File: config.mk
export PLATFORM = sky130hd
export DESIGN_NAME = beacon_sched
export DESIGN_NICKNAME = d
export VERILOG_FILES = /design/src/design/beacon_sched_pkg.sv /design/src/design/beacon_sched.sv
export SDC_FILE = /design/constraint.sdc
export NUM_CORES = 1
export LEC_CHECK = 0
export ABC_AREA = 1
export BUFFER_PORTS_ARGS = -buffer_cell sky130_fd_sc_hd__buf_2
export CAP_MARGIN = 0
export CORE_UTILIZATION = 40
export CTS_CLUSTER_SIZE = 25
export DETAILED_ROUTE_END_ITERATION = 12
export SYNTH_ARGS = -nofsm -noshare
export SYNTH_HDL_FRONTEND = slang
export SYNTH_SLANG_ARGS = --single-unit
File: constraint.sdc
create_clock -name core_clk -period 17.3 [get_ports core_clk]
set_input_delay 1.73 -clock core_clk [delete_from_list [all_inputs] [get_ports core_clk]]
set_output_delay 1.73 -clock core_clk [all_outputs]
set_load 0.01 [all_outputs]
File: src/design/beacon_sched_pkg.sv
// shared constants, register map and carrier types of the frame and beacon scheduler
package beacon_sched_pkg;
  localparam int CNT_W   = 16;
  localparam int SEQ_W   = 5;
  localparam int SLOT_W  = 3;
  localparam int FRQ_W   = 4;
  localparam int ADDR_W  = 3;
  localparam int DATA_W  = 32;

  // ----------------------------------------------------------------
  // register offsets
  // ----------------------------------------------------------------
  localparam logic [ADDR_W-1:0] CTRL_OFS      = 3'h0;
  localparam logic [ADDR_W-1:0] FRAME_LEN_OFS = 3'h1;
  localparam logic [ADDR_W-1:0] BCN_LEN_OFS   = 3'h2;
  localparam logic [ADDR_W-1:0] MIN_SCP_OFS   = 3'h3;
  localparam logic [ADDR_W-1:0] SLOT_PLAN_OFS = 3'h4;
  localparam logic [ADDR_W-1:0] STATUS_OFS    = 3'h5;
  localparam logic [ADDR_W-1:0] RELAYS_OFS    = 3'h6;

  // ----------------------------------------------------------------
  // field positions and reset values
  // ----------------------------------------------------------------
  localparam int CTRL_ROOT_BIT  = 0;
  localparam int CTRL_EN_BIT    = 1;
  localparam int PLAN_TGT_LSB   = 8;
  localparam logic [CNT_W-1:0]  RST_FRAME_LEN = 16'h0114;
  localparam logic [CNT_W-1:0]  RST_BCN_LEN   = 16'h0004;
  localparam logic [CNT_W-1:0]  RST_MIN_SCP   = 16'h0040;
  localparam logic [SLOT_W-1:0] MAX_SLOTS     = 3'h7;
  localparam logic [FRQ_W-1:0]  ROOT_FREQ     = 4'h1;
  localparam logic [SEQ_W-1:0]  LEAD_FRAMES   = 5'h02;

  typedef enum logic [2:0] {
    PKT_NONE      = 3'b000,
    PKT_PROMO_ACK = 3'b001,
    PKT_SLOT_ASG  = 3'b010,
    PKT_SLOT_ACK  = 3'b011,
    PKT_FRM_CHG   = 3'b100
  } pkt_kind_type;

  typedef struct packed {
    pkt_kind_type      kind;
    logic              for_me;
    logic              dest_below;
    logic [SLOT_W-1:0] slot_index;
    logic [SEQ_W-1:0]  sequence_no;
    logic [FRQ_W-1:0]  frequency;
    logic [SEQ_W-1:0]  target_seq;
    logic [SLOT_W-1:0] slot_count;
  } pkt_type;

  typedef struct packed {
    logic [SEQ_W-1:0]  sequence_no;
    logic [SLOT_W-1:0] slot_count;
    logic [SLOT_W-1:0] slot_index;
    logic [CNT_W-1:0]  scp_len;
    logic [CNT_W-1:0]  cfp_len;
    logic              robust_mode;
    logic              max_power;
  } beacon_type;
endpackage : beacon_sched_pkg

File: src/design/beacon_sched.sv
// frame timing, beacon scheduling and beacon-slot control packet handling
//
// Chosen here: the register addresses and the strobed register port.
`timescale 1ns/1ns
module beacon_sched
  import beacon_sched_pkg::*;
(
  input  wire logic              core_clk,
  input  wire logic              rst,
  input  wire logic              ce,
  input  wire logic              sym_tick,
  input  wire logic [ADDR_W-1:0] addr,
  input  wire logic [DATA_W-1:0] wr_data,
  input  wire logic              wr_en,
  input  wire logic              rd_en,
  output logic      [DATA_W-1:0] rd_data,
  input  wire logic              rx_valid,
  input  wire pkt_type           rx_pkt,
  input  wire logic              rx_bcn_valid,
  input  wire beacon_type        rx_bcn,
  input  wire logic              cfp_req,
  input  wire logic [CNT_W-1:0]  cfp_req_len,
  output logic                   cfp_grant,
  output logic                   cfp_refuse,
  output logic                   tx_valid,
  output pkt_type                tx_pkt,
  output logic                   bcn_valid,
  output beacon_type             bcn,
  output logic                   bcn_slot_active,
  output logic                   scp_active,
  output logic                   cfp_active
);
  typedef struct packed {
    logic              root;
    logic              en;
    logic [CNT_W-1:0]  frame_len;
    logic [CNT_W-1:0]  bcn_len;
    logic [CNT_W-1:0]  min_scp;
    logic [CNT_W-1:0]  cnt;
    logic [SEQ_W-1:0]  seq;
    logic [SLOT_W-1:0] slots;
    logic [CNT_W-1:0]  cfp_len;
    logic [SLOT_W-1:0] own_slot;
    logic [FRQ_W-1:0]  own_freq;
    logic [FRQ_W-1:0]  frame_div;
    logic              pend;
    logic [SLOT_W-1:0] pend_slots;
    logic [SEQ_W-1:0]  pend_tgt;
    logic              own_pend;
    logic [SLOT_W-1:0] own_pend_slot;
    logic [FRQ_W-1:0]  own_pend_freq;
    logic [SEQ_W-1:0]  own_pend_tgt;
    logic              cfp_pend;
    logic [CNT_W-1:0]  cfp_pend_len;
    logic [SLOT_W-1:0] relays;
    logic              fc_owed;
    logic              ack_seen;
    logic [DATA_W-1:0] rd_data;
    logic              cfp_grant;
    logic              cfp_refuse;
    logic              tx_valid;
    pkt_type           tx_pkt;
    logic              bcn_valid;
    beacon_type        bcn;
    logic              bcn_slot_active;
    logic              scp_active;
    logic              cfp_active;
  } state_type;

  state_type st_r;
  state_type st_nxt;

  logic [CNT_W-1:0]  bcn_end;
  logic [CNT_W-1:0]  cfp_eff;
  logic [CNT_W-1:0]  cfp_start;
  logic [CNT_W-1:0]  scp_len;
  logic              frame_end;
  logic [SEQ_W-1:0]  seq_inc;
  logic [SLOT_W-1:0] plan_slots;

  // ----------------------------------------------------------------
  // frame geometry
  // ----------------------------------------------------------------
  always_comb begin
    bcn_end   = CNT_W'(st_r.bcn_len * CNT_W'(st_r.slots));
    // a grant that would squeeze the shared period is dropped, not honoured
    if (CNT_W'(bcn_end + st_r.cfp_len + st_r.min_scp) <= st_r.frame_len) begin
      cfp_eff = st_r.cfp_len;
    end else begin
      cfp_eff = '0;
    end
    cfp_start = CNT_W'(st_r.frame_len - cfp_eff);
    scp_len   = CNT_W'(cfp_start - bcn_end);
    frame_end = sym_tick && (st_r.cnt == CNT_W'(st_r.frame_len - 16'h0001));
    seq_inc   = SEQ_W'(st_r.seq + 5'h01);
  end

  always_comb begin
    st_nxt = st_r;
    plan_slots = '0;
    st_nxt.tx_valid   = 1'b0;
    st_nxt.bcn_valid  = 1'b0;
    st_nxt.cfp_grant  = 1'b0;
    st_nxt.cfp_refuse = 1'b0;
    st_nxt.rd_data    = '0;

    // ----------------------------------------------------------------
    // register port
    // ----------------------------------------------------------------
    if (wr_en) begin
      if (addr == CTRL_OFS) begin
        st_nxt.root = wr_data[CTRL_ROOT_BIT];
        st_nxt.en   = wr_data[CTRL_EN_BIT];
      end else if (addr == FRAME_LEN_OFS) begin
        st_nxt.frame_len = wr_data[CNT_W-1:0];
      end else if (addr == BCN_LEN_OFS) begin
        st_nxt.bcn_len = wr_data[CNT_W-1:0];
      end else if (addr == MIN_SCP_OFS) begin
        st_nxt.min_scp = wr_data[CNT_W-1:0];
      end else if (addr == SLOT_PLAN_OFS) begin
        plan_slots = wr_data[SLOT_W-1:0];
        // never one slot, or fewer than relays plus root, while relays exist
        if (plan_slots == '0 || (st_r.relays != '0 && plan_slots <= st_r.relays)) begin
          plan_slots = (st_r.relays == '0) ? 3'h1 : SLOT_W'(st_r.relays + 3'h1);
        end
        st_nxt.pend       = 1'b1;
        st_nxt.pend_slots = plan_slots;
        st_nxt.pend_tgt   = wr_data[PLAN_TGT_LSB +: SEQ_W];
        st_nxt.fc_owed    = st_r.root && (plan_slots != st_r.slots);
      end
    end
    if (rd_en) begin
      if (addr == CTRL_OFS) begin
        st_nxt.rd_data = DATA_W'({st_r.en, st_r.root});
      end else if (addr == FRAME_LEN_OFS) begin
        st_nxt.rd_data = DATA_W'(st_r.frame_len);
      end else if (addr == BCN_LEN_OFS) begin
        st_nxt.rd_data = DATA_W'(st_r.bcn_len);
      end else if (addr == MIN_SCP_OFS) begin
        st_nxt.rd_data = DATA_W'(st_r.min_scp);
      end else if (addr == SLOT_PLAN_OFS) begin
        st_nxt.rd_data = DATA_W'({st_r.pend_tgt, 5'h00, st_r.pend_slots});
      end else if (addr == STATUS_OFS) begin
        // top counter bit is dropped so the status fits one word
        st_nxt.rd_data = {st_r.cnt[CNT_W-2:0], st_r.ack_seen, st_r.pend, st_r.seq, st_r.own_slot,
                          st_r.own_freq, st_r.slots};
      end else if (addr == RELAYS_OFS) begin
        st_nxt.rd_data = DATA_W'(st_r.relays);
      end else begin
        st_nxt.rd_data = '0;
      end
    end

    // ----------------------------------------------------------------
    // received packets
    // ----------------------------------------------------------------
    if (rx_valid && st_r.en) begin
      if (st_r.root && rx_pkt.kind == PKT_PROMO_ACK && st_r.relays != MAX_SLOTS - 3'h1) begin
        // parent is the root, which beacons every frame; a larger frequency
        // keeps the new relay off a beacon right after every root beacon
        st_nxt.relays             = SLOT_W'(st_r.relays + 3'h1);
        st_nxt.tx_valid           = 1'b1;
        st_nxt.tx_pkt             = '0;
        st_nxt.tx_pkt.kind        = PKT_SLOT_ASG;
        st_nxt.tx_pkt.dest_below  = 1'b1;
        st_nxt.tx_pkt.slot_index  = SLOT_W'(st_r.relays + 3'h1);
        st_nxt.tx_pkt.sequence_no = st_r.seq;
        st_nxt.tx_pkt.frequency   = FRQ_W'(ROOT_FREQ + 4'h1);
        st_nxt.tx_pkt.target_seq  = SEQ_W'(st_r.seq + LEAD_FRAMES);
        st_nxt.tx_pkt.slot_count  = SLOT_W'(st_r.relays + 3'h2);
        st_nxt.pend               = 1'b1;
        st_nxt.pend_slots         = SLOT_W'(st_r.relays + 3'h2);
        st_nxt.pend_tgt           = SEQ_W'(st_r.seq + LEAD_FRAMES);
        st_nxt.fc_owed            = 1'b1;
      end else if (st_r.root && rx_pkt.kind == PKT_SLOT_ACK) begin
        st_nxt.ack_seen = 1'b1;
      end else if (!st_r.root && rx_pkt.kind == PKT_SLOT_ASG) begin
        if (rx_pkt.for_me) begin
          st_nxt.own_pend      = 1'b1;
          st_nxt.own_pend_slot = rx_pkt.slot_index;
          st_nxt.own_pend_freq = rx_pkt.frequency;
          st_nxt.own_pend_tgt  = rx_pkt.target_seq;
          st_nxt.tx_valid      = 1'b1;
          st_nxt.tx_pkt        = rx_pkt;
          st_nxt.tx_pkt.kind   = PKT_SLOT_ACK;
          st_nxt.tx_pkt.for_me = 1'b0;
        end else if (rx_pkt.dest_below) begin
          st_nxt.tx_valid = 1'b1;
          st_nxt.tx_pkt   = rx_pkt;
        end
      end else if (!st_r.root && rx_pkt.kind == PKT_FRM_CHG) begin
        st_nxt.pend       = 1'b1;
        st_nxt.pend_slots = rx_pkt.slot_count;
        st_nxt.pend_tgt   = rx_pkt.target_seq;
        st_nxt.tx_valid   = 1'b1;
        st_nxt.tx_pkt     = rx_pkt;
      end
    end
    // frame change goes out once the slot assignment has left
    if (st_r.fc_owed && !st_nxt.tx_valid) begin
      // a plan written in this very cycle keeps its own broadcast owed
      st_nxt.fc_owed           = st_nxt.fc_owed && wr_en && addr == SLOT_PLAN_OFS;
      st_nxt.tx_valid          = 1'b1;
      st_nxt.tx_pkt            = '0;
      st_nxt.tx_pkt.kind       = PKT_FRM_CHG;
      st_nxt.tx_pkt.slot_count = st_r.pend_slots;
      st_nxt.tx_pkt.target_seq = st_r.pend_tgt;
      st_nxt.tx_pkt.sequence_no = st_r.seq;
    end

    // ----------------------------------------------------------------
    // contention-free requests
    // ----------------------------------------------------------------
    if (cfp_req && st_r.root && st_r.en) begin
      // only one contention-free period until reset, since cfp_len is never cleared, and only if the shared one keeps its floor
      if (!st_r.cfp_pend && st_r.cfp_len == '0
          && CNT_W'(bcn_end + cfp_req_len + st_r.min_scp) <= st_r.frame_len) begin
        st_nxt.cfp_grant    = 1'b1;
        st_nxt.cfp_pend     = 1'b1;
        st_nxt.cfp_pend_len = cfp_req_len;
      end else begin
        st_nxt.cfp_refuse = 1'b1;
      end
    end

    // ----------------------------------------------------------------
    // symbol counter, superframe and beacon emission
    // ----------------------------------------------------------------
    if (st_r.en && sym_tick) begin
      if (frame_end) begin
        st_nxt.cnt = '0;
        st_nxt.seq = seq_inc;
        st_nxt.frame_div = (st_r.frame_div == '0) ? FRQ_W'(st_r.own_freq - 4'h1)
                                                  : FRQ_W'(st_r.frame_div - 4'h1);
        if (st_r.pend && seq_inc == st_r.pend_tgt) begin
          st_nxt.pend  = 1'b0;
          st_nxt.slots = st_r.pend_slots;
        end
        if (st_r.own_pend && seq_inc == st_r.own_pend_tgt) begin
          st_nxt.own_pend  = 1'b0;
          st_nxt.own_slot  = st_r.own_pend_slot;
          st_nxt.own_freq  = st_r.own_pend_freq;
          st_nxt.frame_div = '0;
        end
        if (st_r.cfp_pend) begin
          st_nxt.cfp_pend = 1'b0;
          st_nxt.cfp_len  = st_r.cfp_pend_len;
        end
      end else begin
        st_nxt.cnt = CNT_W'(st_r.cnt + 16'h0001);
      end
      if ((st_r.root && st_r.cnt == '0)
          || (!st_r.root && st_r.own_slot != '0 && st_r.frame_div == '0
              && st_r.cnt == CNT_W'(st_r.bcn_len * CNT_W'(st_r.own_slot)))) begin
        st_nxt.bcn_valid       = 1'b1;
        st_nxt.bcn.sequence_no = st_r.seq;
        st_nxt.bcn.slot_count  = st_r.slots;
        st_nxt.bcn.slot_index  = st_r.root ? '0 : st_r.own_slot;
        st_nxt.bcn.scp_len     = scp_len;
        st_nxt.bcn.cfp_len     = cfp_eff;
        st_nxt.bcn.robust_mode = 1'b1;
        st_nxt.bcn.max_power   = 1'b1;
      end
    end
    // a heard beacon resyncs timing; without one the last structure stands
    if (rx_bcn_valid && !st_r.root && st_r.en) begin
      st_nxt.seq     = rx_bcn.sequence_no;
      st_nxt.slots   = rx_bcn.slot_count;
      st_nxt.cfp_len = rx_bcn.cfp_len;
      st_nxt.cnt     = CNT_W'(st_r.bcn_len * CNT_W'(rx_bcn.slot_index));
    end

    st_nxt.bcn_slot_active = st_r.en && st_r.cnt < bcn_end;
    st_nxt.scp_active      = st_r.en && st_r.cnt >= bcn_end && st_r.cnt < cfp_start;
    st_nxt.cfp_active      = st_r.en && cfp_eff != '0 && st_r.cnt >= cfp_start;
  end

  always_ff @(posedge core_clk) begin
    if (rst) begin
      st_r           <= '0;
      st_r.frame_len <= RST_FRAME_LEN;
      st_r.bcn_len   <= RST_BCN_LEN;
      st_r.min_scp   <= RST_MIN_SCP;
      st_r.slots     <= 3'h1;
      st_r.own_freq  <= ROOT_FREQ;
    end else if (ce) begin
      st_r <= st_nxt;
    end
  end

  assign rd_data         = st_r.rd_data;
  assign cfp_grant       = st_r.cfp_grant;
  assign cfp_refuse      = st_r.cfp_refuse;
  assign tx_valid        = st_r.tx_valid;
  assign tx_pkt          = st_r.tx_pkt;
  assign bcn_valid       = st_r.bcn_valid;
  assign bcn             = st_r.bcn;
  assign bcn_slot_active = st_r.bcn_slot_active;
  assign scp_active      = st_r.scp_active;
  assign cfp_active      = st_r.cfp_active;

  // ----------------------------------------------------------------
  // checks
  // ----------------------------------------------------------------
  seq_wrap_a: assert property (@(posedge core_clk) disable iff (rst)
    (ce && st_r.en && frame_end && !rx_bcn_valid) |=> st_r.seq == $past(seq_inc))
    else $error("sequence did not advance by one at frame end");
  root_beacon_a: assert property (@(posedge core_clk) disable iff (rst)
    (ce && st_r.en && st_r.root && sym_tick && st_r.cnt == '0) |=> bcn_valid && bcn.slot_index == '0)
    else $error("root beacon missing in slot zero");
  beacon_robust_a: assert property (@(posedge core_clk) disable iff (rst)
    bcn_valid |-> bcn.robust_mode && bcn.max_power)
    else $error("beacon not robust at full power");
  scp_floor_a: assert property (@(posedge core_clk) disable iff (rst)
    (bcn_valid && st_r.root) |-> bcn.scp_len >= st_r.min_scp || st_r.frame_len < CNT_W'(bcn_end + st_r.min_scp))
    else $error("shared period below minimum");
  min_slots_a: assert property (@(posedge core_clk) disable iff (rst)
    (st_r.root && st_r.relays != '0) |-> st_r.pend_slots >= 3'h2)
    else $error("slot plan drops to one with relays present");
  frame_change_a: assert property (@(posedge core_clk) disable iff (rst)
    (tx_valid && tx_pkt.kind == PKT_SLOT_ASG && st_r.root)
      |-> ##[1:8] (tx_valid && tx_pkt.kind == PKT_FRM_CHG))
    else $error("frame change packet did not follow promotion");
  apply_target_a: assert property (@(posedge core_clk) disable iff (rst)
    ($changed(st_r.slots) && !$past(rx_bcn_valid)) |-> st_r.seq == $past(st_r.pend_tgt))
    else $error("slot count changed outside target frame");
  forward_a: assert property (@(posedge core_clk) disable iff (rst)
    (ce && rx_valid && st_r.en && !st_r.root && rx_pkt.kind == PKT_SLOT_ASG
      && !rx_pkt.for_me && rx_pkt.dest_below) |=> tx_valid && tx_pkt == $past(rx_pkt))
    else $error("slot assignment not forwarded");
  period_split_a: assert property (@(posedge core_clk) disable iff (rst)
    !(scp_active && (bcn_slot_active || cfp_active)))
    else $error("shared period overlaps another period");
  relay_ack_a: assert property (@(posedge core_clk) disable iff (rst)
    (ce && rx_valid && st_r.en && !st_r.root && rx_pkt.kind == PKT_SLOT_ASG && rx_pkt.for_me)
      |=> tx_valid && tx_pkt.kind == PKT_SLOT_ACK)
    else $error("slot assignment not acknowledged");
  rebroadcast_a: assert property (@(posedge core_clk) disable iff (rst)
    (ce && rx_valid && st_r.en && !st_r.root && rx_pkt.kind == PKT_FRM_CHG)
      |=> tx_valid && tx_pkt == $past(rx_pkt))
    else $error("frame change not rebroadcast");
  grant_answer_a: assert property (@(posedge core_clk) disable iff (rst)
    (ce && cfp_req && st_r.root && st_r.en) |=> (cfp_grant ^ cfp_refuse))
    else $error("request neither granted nor refused exactly once");
  scp_start_a: assert property (@(posedge core_clk) disable iff (rst)
    (ce && st_r.en && st_r.cnt == bcn_end && bcn_end < cfp_start) |=> scp_active)
    else $error("shared period late after last beacon slot");
  scp_ceiling_a: assert property (@(posedge core_clk) disable iff (rst)
    (bcn_valid && st_r.root && (bcn.cfp_len != '0 || bcn.slot_count > 3'h1))
      |-> bcn.scp_len != CNT_W'(st_r.frame_len - st_r.bcn_len))
    else $error("maximum shared period with extra slots or free period");
endmodule : beacon_sched

Word level (Yosys, flattened, before mapping). Index checks and enable logic that the tools add are counted.

Latch bits: 0. Memory bits (writable): 0. Word-level logic and storage cells: 232. Register bits: 253. Input port bits: 130. Memories: 0. ROM bits: 0.

Shift operators: 0. Div/mod/pow operators: 0. Multiply operators: 3. Bitwise operators: 5. Reductions and logical operators: 66. $add $sub $neg: 14. Order comparisons: 7. Multiplexer cells: 73. Equal/unequal tests: 18.

Operators with widths (count): $mux 32 (7); $mux 26 (8); $mux 46 (2); $mux 9 (9); $add 16x16->16 (4); $mux 52 (1); $mul 16x3->16 (3); $mux 16 (3); $mux 22 (2); $mux 40 (1); $mux 13 (3); $mux 36 (1); $mux 17 (2); $mux 3 (11); $eq 16x16->1 (2); $ge 16x16->1 (2); $le 16x16->1 (2); $logic_not 16->1 (2); $lt 16x16->1 (2); $sub 16x16->16 (2); $logic_and 1x1->1 (30); $reduce_and 4->1 (5); $mux 1 (19); $reduce_and 3->1 (6); 31 further kinds (57).

Longest topological paths before layout.
Word-level depth: 25. Mapped depth: 57. Mapped depth without buffers: 55.

Worst setup path before layout. OpenSTA, ideal clock, no wires.

Kind: register -> register. From: reg st_r[180] (netlist bit). To: reg st_r, in the netlist bcn[33]. Stages on the path, launching flop included: 54. Period minus slack after synthesis: 8.980 ns. Required time: 17.187 ns. Arrival: 8.867 ns. Slack: 8.320 ns. Setup time: 0.113 ns. Cells stage by stage: dfxtp_1 -> clkbuf_1 -> buf_1 -> nand2_1 -> fa_1 -> inv_1 -> ha_1 -> inv_1 -> fa_1 -> o21ai_0 -> a21oi_1 -> o21ai_0 -> xor2_1 -> fa_1 -> ha_1 -> nand2_1 -> nor3_1 -> nand3_1 -> [18 not listed] -> nand2_1 -> o21ai_0 -> o21ai_0 -> nand2_1 -> nand2_1 -> a21oi_1 -> xor2_1 -> inv_1 -> ha_1 -> nand2_1 -> inv_1 -> a221o_1 -> a31oi_1 -> inv_1 -> nand3_1 -> nand2_1 -> nor2_1 -> nor2_1.

Cells in the longest elaborated chain, start to end: 7.

Ends and longest elaborated chain: from (decl) (RTL line beacon_sched.sv:70) `state_type st_r;`; from (signal assigned) (RTL line beacon_sched.sv:287) `st_r <= st_nxt;`; $mul 16x3->16 (*) (RTL line beacon_sched.sv:85) `bcn_end = CNT_W'(st_r.bcn_len * CNT_W'(st_r.slots));`; $add 16x16->16 (2 in series) (RTL line beacon_sched.sv:87) `if (CNT_W'(bcn_end + st_r.cfp_len + st_r.min_scp) <= st_r.frame_len) begin`; $le 16x16->1 (RTL line beacon_sched.sv:87); $mux 16 (RTL line beacon_sched.sv:87); $sub 16x16->16 (RTL line beacon_sched.sv:92) `cfp_start = CNT_W'(st_r.frame_len - cfp_eff);`; $sub 16x16->16 (*) (RTL line beacon_sched.sv:93) `scp_len = CNT_W'(cfp_start - bcn_end);`.

Mark *: on every way between the ends. The rest lies on a longest branch, timed or not. A chain may end at the register's enable or synchronous reset.

Worst setup path after layout.
From: reg st_r[180] (netlist bit). To: reg st_r, in the netlist bcn[33].

Cells in the longest elaborated chain, start to end: 7.

Ends and longest elaborated chain: $mul 16x3->16 (RTL line beacon_sched.sv:85); $add 16x16->16 (2 in series) (RTL line beacon_sched.sv:87); $le 16x16->1 (RTL line beacon_sched.sv:87); $mux 16 (RTL line beacon_sched.sv:87); named net cfp_eff[0] (RTL line beacon_sched.sv:74) `logic [CNT_W-1:0] cfp_eff;`; $sub 16x16->16 (RTL line beacon_sched.sv:92); $sub 16x16->16 (RTL line beacon_sched.sv:93).

The timed path passes the listed nets, and every way through them passes these cells.

==> metrics.log <==
[metrics] outcome: finished clean
[metrics] Switch Pwr: around 450 uW
[metrics] Crit path top cell by count: sky130_fd_sc_hd__nand2_1
[metrics] Die Area: between 50,000 and 60,000 sq um
[metrics] switching part of the total: 30.38%
[metrics] share of the yosys chip area belonging to registers: about 23%
[metrics] Die X: roughly 240 um
[metrics] iteration count of the initial detailed-routing pass: 5
[metrics] post-CTS setup buffer count: 0
[metrics] count of maximum capacitance violations: 0
[metrics] count of endpoints failing setup in the final report: 0
[metrics] first-iteration detailed-routing DRC count: ~1,700
[metrics] vias in the first global route: 19,570
[metrics] achievable frequency: just over 0.09 GHz
[metrics] area used by multi-input combinational logic: between 10,000 and 15,000 sq um
[metrics] drt drc: 0
[metrics] area share of fa/ha/maj cells after synthesis: ~17%
[metrics] Finished Layout Cells: 3,967
[metrics] Detailed Route WL: about 76 mm
[metrics] maximum ir drop on the vdd rail: 0.07845 mV
[metrics] Fillers: between 5,000 and 6,000
[metrics] type of the tightest min-delay check: reg -> reg
[metrics] CP max stage cell: sky130_fd_sc_hd__dfxtp_1
[metrics] final global-route overflow total: 0
[metrics] total negative slack for setup checks: 0 ns
[metrics] synthesized flop and latch total: 253
[metrics] number of buffers inserted for hold repair after clock tree synthesis: 0
[metrics] Final period util: a little under two thirds
[metrics] vias: between 20,000 and 25,000
[metrics] floorplan die height: 236.4 um
[metrics] actual slew at the worst max-slew pin: roughly 1.1 ns
[metrics] antenna violations before repair: 7
[metrics] library cell with the largest summed area after synthesis: sky130_fd_sc_hd__dfxtp_1
[metrics] H-tree Lvls: 1
[metrics] Comb power frac: 15.4%
[metrics] Final ANT Viol Nets: 0
[metrics] post-synthesis area per instance: around 6.8 sq um
[metrics] total track usage: between 20 and 30%
[metrics] boundary pin count: 239
[metrics] largest net degree at the start of global routing: about 110
[metrics] fraction of final layout cells with drive strength greater than 1: between 10% and 20%
[metrics] number of nets in the layout: roughly 3,600
[metrics] internal power of the cells: 1.040 mW
[metrics] Yosys warning count: 0
[metrics] Distinct cells, synth: 59
[metrics] simple-gate portion of the synthesized area: roughly a quarter
[metrics] total power per unit cell area: 62.94 nW/um^2
[metrics] mean routed wirelength per cell: between 15 and 20 um
[metrics] post-DP HPWL: 58.87 mm
[metrics] number of buffers inserted during clock tree synthesis: 31
[metrics] Placer Congestion: approximately 1
[metrics] number of placed cells counting well taps: ~3,900
[metrics] ratio of routed vias to standard cells: 5.368
[metrics] clock tree from TritonCTS: yes
[metrics] maximum fanout count along the critical path: 20
[metrics] Clk pin slew, worst setup/hold paths: ~0.07 ns
[metrics] Compound-Gate Fraction of Synth Area: about 17%
[metrics] data required time of the worst path: between 15 and 20 ns
[metrics] type of element launching the critical path: register
[metrics] starting utilization of the core area: around two fifths
[metrics] Synth Area in XOR/XNOR: under 10%
[metrics] global-route wire length before repair: between 100 and 150 mm
[metrics] Post-synth EDFFs: 0
[metrics] clock power share: between 40 and 50%
[metrics] CTS Buffer Depth: 3
[metrics] count of final hold-check violations: 0
[metrics] count of buffers inserted at the top-level ports: about 200
[metrics] total of cells resized after clock tree synthesis: 0
[metrics] static power due to leakage: between 10 and 15 nW
[metrics] Setup Crit Path Kind: reg -> reg
[metrics] root cell of the clock tree: sky130_fd_sc_hd__clkbuf_16
[metrics] Layout Skew: about 0.029 ns
[metrics] R2R depth: 54
[metrics] Post-Synthesis Cell Area: 21,980 sq um
[metrics] final-report max-slew violation count: 0
[metrics] ranking of synthesized cells by area: sky130_fd_sc_hd__dfxtp_1 (23%), sky130_fd_sc_hd__nand2_1 (12%), sky130_fd_sc_hd__ha_1 (10%)
[metrics] Seq pwr share: between 40% and 50%
[metrics] fraction of synthesized cell area taken by the top area cell type: a little under a quarter
[metrics] clk sink count: between 200 and 300
[metrics] CP arrival: around 12 ns
[metrics] Final min period: between 10 and 15 ns
[metrics] dominant combinational cell family by area after synthesis: simple AND/OR/NAND/NOR gates
[metrics] crit-path max cell delay: 0.84 ns
[metrics] most common library cell in the layout ignoring fill and taps: sky130_fd_sc_hd__nand2_1
[metrics] setup repair after global routing missed its margin: false
[metrics] area added between synthesis and finish: 7.975%
[metrics] synthesized instance count: about 3,200
[metrics] synthesized netlist net count: between 3,000 and 4,000
[metrics] combined flip-flop and latch cell area: slightly above 5000 sq um
[metrics] fraction of registers with async set/reset: 0%
[metrics] Min-Delay Path Depth: 2
[metrics] dominant synthesized flop cell: sky130_fd_sc_hd__dfxtp_1
[metrics] commonest cells after routing, fill and taps aside: sky130_fd_sc_hd__nand2_1 (679), sky130_fd_sc_hd__inv_1 (396), sky130_fd_sc_hd__nor2_1 (313), sky130_fd_sc_hd__a21oi_1 (292), sky130_fd_sc_hd__dfxtp_1 (253)
[metrics] clock insertion delay at the later pin of the skew report: between 0.6 and 0.7 ns
[metrics] row count: 85
[metrics] Critical Path Sink Type: register
[metrics] multiplexer area fraction after synthesis: 0%
[metrics] floorplan core area: roughly 54,000 sq um
[metrics] headroom to the max-slew limit: between 20% and 30%
-- path summary, 6_finish.rpt --
check             slack (ns)         to  startpoint
setup / recovery        6.25    bcn[33]   st_r[180]
hold / removal          0.46  st_r[117]   st_r[117]
setup reg to reg        6.25    bcn[33]   st_r[180]
hold reg to reg         0.46  st_r[117]   st_r[117]
-- worst max-delay path: cells and delay by family (launching register included) --
family	cells	cell delay, ns
and+or+nand+nor	24	3.00
adders and majority gates	8	2.92
AOI/OAI and AO/OA	12	2.40
xor gates and xnor gates	3	1.13
DFF	1	0.84
buffers and inverters	7	0.63
-- final cells by class --
type | count | share of cell area (%)
Inverter | 411 | 6.511
Clock buffer | 38 | 3.506
Multi-Input combinational cell | 2325 | 59.22
Tap cell | 696 | 3.669
Sequential cell | 253 | 21.34
Clock inverter | 18 | 0.7908
Timing Repair Buffer | 224 | 4.945
Antenna cell | 2 | 0.02109
-- power by group through the flow --
stage	Sequential (mW)	Combinational (mW)	Clock [mW]
after detailed placement	0.611	0.225	0
after CTS	0.599	0.226	0.674
final	0.599	0.230	0.665
after global routing	0.599	0.254	0.696
after global placement	0.611	0.224	0
after floorplan	0.604	0.156	0
-- per-layer routing --
layer,vias to the layer above,GRT usage (%),routed length (um)
met3,129,4.154,5175
met4,10,10.70,3194
met5,-,0,64
met1,9917,37.40,34790
met2,712,41.30,33220
li1,10530,-,-
-- stage by stage --
stage | hold slack, ns | total power, mW | utilization, % | cell area, sq um | setup WS (ns)
after floorplan | 0.4349 | 0.7599 | - | 21980 | 8.320
after global placement | 0.4482 | 0.8356 | 42.03 | 22710 | 6.454
after detailed placement | 0.4520 | 0.8364 | 42.03 | 22710 | 6.434
after CTS | 0.4615 | 1.499 | 43.92 | 23730 | 6.375
after global routing | 0.4759 | 1.550 | 43.93 | 23730 | 5.521
final | 0.4602 | 1.494 | 43.93 | 23730 | 6.251
-- registers in the layout, indices dropped and copies added (netlist names) --
register and cells:
scp_active 1, st_r 145, tx_pkt 25, cfp_grant 1
rd_data 32, bcn_valid 1, bcn_slot_active 1, cfp_refuse 1
bcn 44, cfp_active 1, tx_valid 1
-- logic make-up (layout without fill, tap and decap cells) --
logic type	count (synthesis)	after routing
AOI/OAI and AO/OA	663	663
xor gates and xnor gates	128	128
adders and majority gates	252	252
buffers and inverters	650	691
DFF	253	253
other	0	2
and+or+nand+nor	1282	1282
-- synth_stat cells, drive strengths merged, types with 2 or more instances --
cell / n
o21a: 8
o21ba: 3
o21ai: 219
a22oi: 16
ha: 176
o221ai: 17
nand2: 685
nor3: 32
clkbuf: 105
or2: 6
nor2: 324
xor2: 81
o31ai: 5
nor4: 9
xnor2: 47
a221oi: 7
a21o: 10
nand4: 47
nand3b: 11
o211ai: 30
dfxtp: 253
fa: 76
o21bai: 5
buf: 134
inv: 409
nand3: 165
a31o: 3
a31oi: 12
o22ai: 6
clkinv: 2
o2111ai: 16
a21oi: 293
a211oi: 7
Power figures use the tool's default switching activity.
